File: src/sbc_dec_unit_end.sv
// Intentionally empty companion file
`default_nettype none
`default_nettype wire

File: src/sbc_dec_pkg.sv
// Constants and operation codes for the subtract and decrement-skip unit
`default_nettype none
package sub_dec_pkg;
    localparam int DATA_W = 8;
    localparam int NIB_W = 4;
    localparam int FLAG_W = 6;
    // Bit positions inside the status vector
    localparam int FLG_CARRY = 0;
    localparam int FLG_AUX = 1;
    localparam int FLG_ZERO = 2;
    localparam int FLG_OVF = 3;
    localparam int FLG_SCMP = 4;
    localparam int FLG_CZERO = 5;
    localparam logic [DATA_W-1:0] ACC_RST = 8'h00;
    localparam logic [FLAG_W-1:0] FLAGS_RST = 6'h00;
    localparam logic [DATA_W-1:0] DEC_STEP = 8'h01;
    localparam logic [DATA_W-1:0] ZERO_BYTE = 8'h00;
    localparam logic [1:0] RST_SYNC_RST = 2'h0;

    typedef enum logic [1:0] {
        sub_with_borrow_acc,
        sub_with_borrow_to_mem,
        dec_skip_zero_mem,
        dec_skip_zero_to_acc
    } op_t;
endpackage : sub_dec_pkg
`default_nettype wire

File: src/sbc_dec_unit.sv
// Subtract-with-borrow and decrement-skip-if-zero execution unit
`default_nettype none
module sub_dec_unit
    import sub_dec_pkg::*;
(
    input wire logic clk, // 50 MHz core clock
    input wire logic reset_n, // Async reset, active low
    input wire logic op_valid, // Instruction present
    output logic op_ready, // Unit can take an instruction
    input wire op_t op_sel, // Which operation
    input wire logic [DATA_W-1:0] operand, // Immediate or memory byte
    input wire logic acc_wr_en, // External accumulator load
    input wire logic [DATA_W-1:0] acc_wr_data, // Accumulator load value
    input wire logic flags_wr_en, // External status load
    input wire logic [FLAG_W-1:0] flags_wr_data, // Status load value
    output logic [DATA_W-1:0] acc, // Accumulator
    output logic [FLAG_W-1:0] flags, // Status flags
    output logic mem_wr_en, // Write result to addressed byte
    output logic [DATA_W-1:0] mem_wr_data, // Byte to write
    output logic skip_next // Dummy cycle, next instruction dropped
);
    logic [1:0] rst_sync_ff;
    logic rst_n;
    logic [DATA_W-1:0] acc_ff;
    logic [FLAG_W-1:0] flags_ff;
    logic mem_wr_en_ff;
    logic [DATA_W-1:0] mem_wr_data_ff;
    logic skip_ff;
    logic fire;
    logic is_sub;
    logic is_dec;
    logic borrow_in;
    logic [DATA_W:0] diff;
    logic [NIB_W:0] nib_diff;
    logic [DATA_W-1:0] sub_res;
    logic [DATA_W-1:0] dec_res;
    logic ovf;
    logic [FLAG_W-1:0] sub_flags;

    always_ff @(posedge clk or negedge reset_n) begin
        if (!reset_n) begin
            rst_sync_ff <= RST_SYNC_RST;
        end else begin
            rst_sync_ff <= {rst_sync_ff[0], 1'b1};
        end
    end
    assign rst_n = rst_sync_ff[1];

    // Dummy cycle blocks the fetched instruction behind a skip
    assign op_ready = rst_n && !skip_ff;
    assign fire = op_valid && op_ready;
    assign is_sub = (op_sel == sub_with_borrow_acc)
                 || (op_sel == sub_with_borrow_to_mem);
    assign is_dec = !is_sub;

    // Carry set means no borrow, so borrow in is its complement
    assign borrow_in = !flags_ff[FLG_CARRY];
    assign diff = {1'b0, acc_ff} - {1'b0, operand}
                - {{DATA_W{1'b0}}, borrow_in};
    assign nib_diff = {1'b0, acc_ff[NIB_W-1:0]}
                    - {1'b0, operand[NIB_W-1:0]}
                    - {{NIB_W{1'b0}}, borrow_in};
    assign sub_res = diff[DATA_W-1:0];
    assign ovf = (acc_ff[DATA_W-1] ^ operand[DATA_W-1])
              && (acc_ff[DATA_W-1] ^ sub_res[DATA_W-1]);
    assign dec_res = operand - DEC_STEP;

    always_comb begin
        sub_flags = flags_ff;
        sub_flags[FLG_CARRY] = !diff[DATA_W];
        sub_flags[FLG_AUX] = !nib_diff[NIB_W];
        sub_flags[FLG_ZERO] = (sub_res == ZERO_BYTE);
        sub_flags[FLG_OVF] = ovf;
        // Sign of the true result, immune to overflow
        sub_flags[FLG_SCMP] = sub_res[DATA_W-1] ^ ovf;
        sub_flags[FLG_CZERO] = (sub_res == ZERO_BYTE);
    end

    // External loads lose to an instruction in the same cycle
    always_ff @(posedge clk or negedge rst_n) begin
        if (!rst_n) begin
            acc_ff <= ACC_RST;
        end else if (fire && op_sel == sub_with_borrow_acc) begin
            acc_ff <= sub_res;
        end else if (fire && op_sel == dec_skip_zero_to_acc) begin
            acc_ff <= dec_res;
        end else if (!fire && acc_wr_en) begin
            acc_ff <= acc_wr_data;
        end
    end

    always_ff @(posedge clk or negedge rst_n) begin
        if (!rst_n) begin
            flags_ff <= FLAGS_RST;
        end else if (fire && is_sub) begin
            flags_ff <= sub_flags;
        end else if (!fire && flags_wr_en) begin
            flags_ff <= flags_wr_data;
        end
        // Decrement variants fall through: flags held
    end

    always_ff @(posedge clk or negedge rst_n) begin
        if (!rst_n) begin
            mem_wr_en_ff <= 1'b0;
            mem_wr_data_ff <= ZERO_BYTE;
        end else if (fire && op_sel == sub_with_borrow_to_mem) begin
            mem_wr_en_ff <= 1'b1;
            mem_wr_data_ff <= sub_res;
        end else if (fire && op_sel == dec_skip_zero_mem) begin
            mem_wr_en_ff <= 1'b1;
            mem_wr_data_ff <= dec_res;
        end else begin
            mem_wr_en_ff <= 1'b0;
        end
    end

    always_ff @(posedge clk or negedge rst_n) begin
        if (!rst_n) begin
            skip_ff <= 1'b0;
        end else begin
            skip_ff <= fire && is_dec && (dec_res == ZERO_BYTE);
        end
    end

    assign acc = acc_ff;
    assign flags = flags_ff;
    assign mem_wr_en = mem_wr_en_ff;
    assign mem_wr_data = mem_wr_data_ff;
    assign skip_next = skip_ff;
endmodule : sub_dec_unit
`default_nettype wire

File: config.mk
export PLATFORM = sky130hd
export DESIGN_NAME = sub_dec_unit
export DESIGN_NICKNAME = d
export VERILOG_FILES = /design/src/sbc_dec_unit_end.sv /design/src/sbc_dec_pkg.sv /design/src/sbc_dec_unit.sv
export SDC_FILE = /design/constraint.sdc
export NUM_CORES = 1
export LEC_CHECK = 0
export BUFFER_PORTS_ARGS = -buffer_cell sky130_fd_sc_hd__buf_4
export CORE_AREA = 2 2 69 71
export DETAILED_ROUTE_END_ITERATION = 10
export DIE_AREA = 0 0 71 73
export PLACE_DENSITY = 0.75
export REMOVE_ABC_BUFFERS = 1
export SETUP_SLACK_MARGIN = 0.1
export SLEW_MARGIN = 20
export SYNTH_ARGS = -nofsm -noshare
export SYNTH_HDL_FRONTEND = slang
export SYNTH_SLANG_ARGS = --single-unit
export TNS_END_PERCENT = 1
File: constraint.sdc
create_clock -name clk -period 1.06 [get_ports clk]
set_input_delay 0.053 -clock clk [delete_from_list [all_inputs] [get_ports clk]]
set_output_delay 0.053 -clock clk [all_outputs]
set_load 0.01 [all_outputs]
* Word-level counts from Yosys, hierarchy flattened
Cells that the tools add are included.
** Storage, ports and cells
- Register bits after elaboration :: 26
- Input bits :: 29
- Output and inout port bits :: 25
- Word-level logic and storage cells :: 51
** Cells by class
- Bitwise logic cells :: 3
- $add $sub $neg :: 5
- Eq/ne operators :: 3
- Reductions and logical operators :: 25
- Mux-type cells :: 9
** Operator list (number)
- $mux 8 :: 5
- $logic_not 8->1 :: 2
- $logic_and 1x1->1 :: 12
- $mux 6 :: 2
- $sub 8x8->9 :: 1
- $sub 9x1->9 :: 1
- $sub 8x1->8 const B :: 1
- $logic_not 1->1 :: 6
- $sub 4x4->5 :: 1
- $sub 5x1->5 :: 1
- $eq 2x2->1 const B :: 2
- $reduce_bool 2->1 :: 2
- $reduce_bool 3->1 :: 1
- $xor 1x1->1 :: 3
- $eq 2x1->1 const B :: 1
- $logic_not 2->1 :: 1
- $mux 1 :: 2
- $logic_or 1x1->1 :: 1

* Depth between registers and ports, before layout
- Word-level depth :: 8
- Mapped depth :: 10
- Gate-level depth less buffers :: 9

* Worst setup path before layout
No wires, ideal clock.
- Path kind :: register to register
- From :: register acc_ff[0] (netlist: acc[0])
- To :: register acc_ff[6] (netlist: acc[6])
- Buffers on the path :: 0
- Required time :: 0.978 ns
- Setup slack :: -1.362 ns
- Cell stages (with the launch flop) :: 10
- Period minus slack after synthesis :: 2.422 ns
- Arrival time :: 2.340 ns
- Library setup time :: 0.082 ns
- Path through :: dfrtp_1 inv_1 fa_1 inv_1 fa_1 nand2b_1 a2111o_1 and3_4 or3_1 a22oi_2
** Between the ends
- Cells in the longest elaborated chain, start to end :: 3
** Ends and longest elaborated chain
- start: declaration :: line sbc_dec_unit.sv:24 : logic [DATA_W-1:0] acc_ff;
- start signal: assignment :: line sbc_dec_unit.sv:84 : acc_ff <= sub_res;
- start signal: assignment :: line sbc_dec_unit.sv:86 : acc_ff <= dec_res;
- start signal: assignment :: line sbc_dec_unit.sv:88 : acc_ff <= acc_wr_data;
- $sub 8x8->9 :: line sbc_dec_unit.sv:58 : assign diff = {1'b0, acc_ff} - {1'b0, operand}
- $sub 9x1->9 :: line sbc_dec_unit.sv:59 : - {{DATA_W{1'b0}}, borrow_in};
- $mux 8 :: line sbc_dec_unit.sv:83 : end else if (fire && op_sel == sub_with_borrow_acc) begin
Every way passes these cells.
A chain may end at the register's enable or synchronous reset.

* Worst setup path after layout
Same ends and word-level chain as after synthesis.

==> results.md <==
- Via Count: 2359
- First-pass GRT wire length: 11300 um
- Setup TNS Final: -24.32 ns
- Antenna viol nets, final: 0
- Core ar.: 4540 sq um
- I/O Buffers: 53
- Hold crit path type: input pin to register
- Max Slew Vio Count: 0
- DR iter-0 viols: 177
- CTS tree: built
- Total CTS buffers: 3
- Leak Pwr: 1.70 nW
- Initial DRT Pass Iterations: 4
- Power per cell area: 1660 nW/um^2
- Drt via density: 5.60
- Failing checks: negative setup slack
- WHS Path Cells: 3
- Routed WL per cell: 17.3 um
- Worst path arrival time: 2.56 ns
- Starting Density: 0.459
- Crit Reg-Reg Startpoint: acc[0]$_DFFE_PN0P_
- DP Cell Count: 411
- CP endpoint kind: register
- Mapped Area: 2080 sq um
- Status: finished, violations left
- Worst vdd ir: 1120 uV
- Setup crit start kind: register
- Top post-synthesis cells by area: dfrtp_1, ha_1, inv_1
- Hold wc startpoint: flags_wr_data[2]
- Number of global-route vias before repair: 2379
- Total Wirelength: 7300 um
- Crit Reg-Reg Endpoint: acc[6]$_DFFE_PN0P_
- Die Ht: 73 um
- Register area share after synthesis: 0.313
- Die Width: 71 um
- Fin cells: 421
- Synth-to-layout area growth: 67.9%
- Worst hold slack: 0.0442 ns
- Ratio of cells with drive above 1 in the final layout: 0.507
- Fin crit period: 2.35 ns
- Dpl ws: -1.43 ns
- R2r setup slk: -1.29 ns
- GRT Total Usage: 0.281
- Reported max-cap violation count: 0
- Largest net degree at the start of global routing: 22
- Setup CP Type: register to register
- I/O Pins: 54
- Crit-path max FO: 5
- Diode count: 0
- Routability Congestion: 0.888
- Worst EP required: 1.27 ns
- Clock skew: 0.0121 ns
- Nets: 415
- Root Driver: clkbuf_8
- Post-synth EDFFs: 0
- Synth Flop Type: dfrtp_1
- Depth of the worst register-to-register path: 9
- Achievable Freq: 0.426 GHz
- Die area: 5180 sq um
- Syn Inst Count: 236
- Synth async-reset ratio: 1.00
- Post-synth top area share: 0.313
- Num rows: 25
- Final setup margin: -1.29 ns
- DRC: 0
- Global route total overflow: 0
- Unrepaired setup endpoints after global routing: true
- Worst skew pair latency: 0.28 ns
- FF+latch count, synth: 26
- Initial antenna violation count: 0
- Dominant cell type by area after synthesis: dfrtp_1
- Synthesized area per cell: 8.82 sq um
- Clk buf depth: 2
- Synth cell types: 55
- Final Core Density: 0.771
- HPWL Detailed: 5420 um
- Final Setup Violations: 28
- H-tree Lvls: 1
- Clk pin slew, worst setup/hold paths: 0.10 ns
- Worst Hold Path EP: flags[2]$_DFFE_PN0P_
- Final hold vios: 0
- CTS Sinks: 26
- Yosys Warn Count: 0
- Final period util: 2.21
-- sequential cells by signal (all words and copies together) (netlist names) --
register	count
acc	8
flags	6
skip_next	1
mem_wr_en	1
mem_wr_data	8
rst_sync_ff	2
-- power breakdown --
group | leakage, nW | internal, mW | switching, mW | total [mW]
logic | 1.36 | 1.96 | 1.65 | 3.60
registers | 0.309 | 1.20 | 0.150 | 1.35
clock network | 0.0357 | 0.506 | 0.346 | 0.852
-- worst max-delay path, cell delays in order (launching register included) --
cell and delay [ns]:
dfrtp_1 0.40, inv_2 0.06, fa_2 0.19, inv_2 0.05
fa_2 0.34, nand2b_4 0.15, a2111o_1 0.44, and3_4 0.21
or3_4 0.33, a22oi_2 0.12
-- layout by cell type (no fill, tap or decap), drive strengths merged, types with 3 or more instances in the layout --
cell type / netlist / layout
a211oi: 4 / 4
a21o: 4 / 4
a21oi: 15 / 15
a22oi: 4 / 4
a31oi: 4 / 4
a32oi: 3 / 3
buf: 2 / 132
clkbuf: 4 / 3
dfrtp: 26 / 26
ha: 16 / 16
inv: 28 / 28
mux2i: 7 / 7
nand2: 14 / 14
nand3: 7 / 7
nand3b: 4 / 4
nor2: 13 / 13
nor2b: 6 / 6
nor3: 10 / 10
o211ai: 4 / 4
o21ai: 10 / 10
o22ai: 5 / 5
xnor2: 8 / 8
xor2: 4 / 4
-- layer usage --
layer | part of all wire | vias to the layer above | track usage
li1 | - | 1128 | -
met1 | 0.41 | 1129 | 0.338
met2 | 0.53 | 92 | 0.544
met3 | 0.051 | 10 | 0.0345
met4 | 0.012 | 0 | 0.0461
met5 | 0 | - | 0
-- how the worst max path moves through the flow --
| stage | start | to | slack [ns] |
|---|---|---|---|
| after global placement | acc[0]$_DFFE_PN0P_ | acc[6]$_DFFE_PN0P_ | -1.33 |
| after detailed placement | acc[0]$_DFFE_PN0P_ | acc[6]$_DFFE_PN0P_ | -1.43 |
| after CTS | flags[0]$_DFFE_PN0P_ | acc[6]$_DFFE_PN0P_ | -1.25 |
| after global routing | acc[0]$_DFFE_PN0P_ | acc[6]$_DFFE_PN0P_ | -1.36 |
| after floorplan | rst_sync_ff[1]$_DFF_PN0_ | acc[6]$_DFFE_PN0P_ | -1.49 |
| final | acc[0]$_DFFE_PN0P_ | acc[6]$_DFFE_PN0P_ | -1.29 |
-- stage by stage --
stage | area, sq um | total power [mW]
floorplan | 2050 | 2.64
global placement | 3080 | 4.19
detailed placement | 3080 | 4.27
CTS | 3400 | 5.52
global route | 3500 | 6.12
finish | 3500 | 5.81
-- layout make-up --
cell class | count | area [sq um]
Clock buffer | 3 | 41.3
Clock inverter | 1 | 30.0
Fill cell | 292 | 1040
Inverter | 28 | 105
Multi-Input combinational cell | 176 | 1490
Sequential cell | 26 | 652
Tap cell | 54 | 67.6
Timing Repair Buffer | 133 | 1110
-- logic make-up (layout without fill, tap and decap cells) --
group | count (synthesis) | count (layout) | share of synthesized area
AOI/OAI and AO/OA | 69 | 69 | 0.230
and+or+nand+nor | 69 | 69 | 0.189
buffers and inverters | 34 | 165 | 0.0673
DFF | 26 | 26 | 0.312
adders and majority gates | 18 | 18 | 0.115
xor gates and xnor gates | 12 | 12 | 0.0505
muxes | 7 | 7 | 0.0337
other | 1 | 1 | 0.00180
-- synthesized netlist by cell type, types with 2 or more instances --
cell,instances
o22ai_1,5
a22oi_1,3
ha_1,16
o21ai_0,9
nand3_1,7
buf_2,2
a211oi_1,4
a32oi_1,3
nor2b_1,6
a31oi_1,4
fa_1,2
clkbuf_1,3
dfrtp_1,26
a21o_1,4
o211ai_1,4
a21oi_1,15
o22a_1,2
nor3b_1,2
xnor2_1,8
o31ai_1,2
mux2i_1,7
o221ai_1,2
nor3_1,10
o2111ai_1,2
xor2_1,4
nand3b_1,3
inv_1,28
nand2_1,14
nor2_1,13
-- timing repair --
action	in CTS	in global routing
hold endpoints to repair	2	0
buffers inserted	4	1
hold buffers	1	0
endpoints found under the setup margin	35	35
pin swaps	18	13
gates resized for setup	52	21
Power figures use the tool's default switching activity.
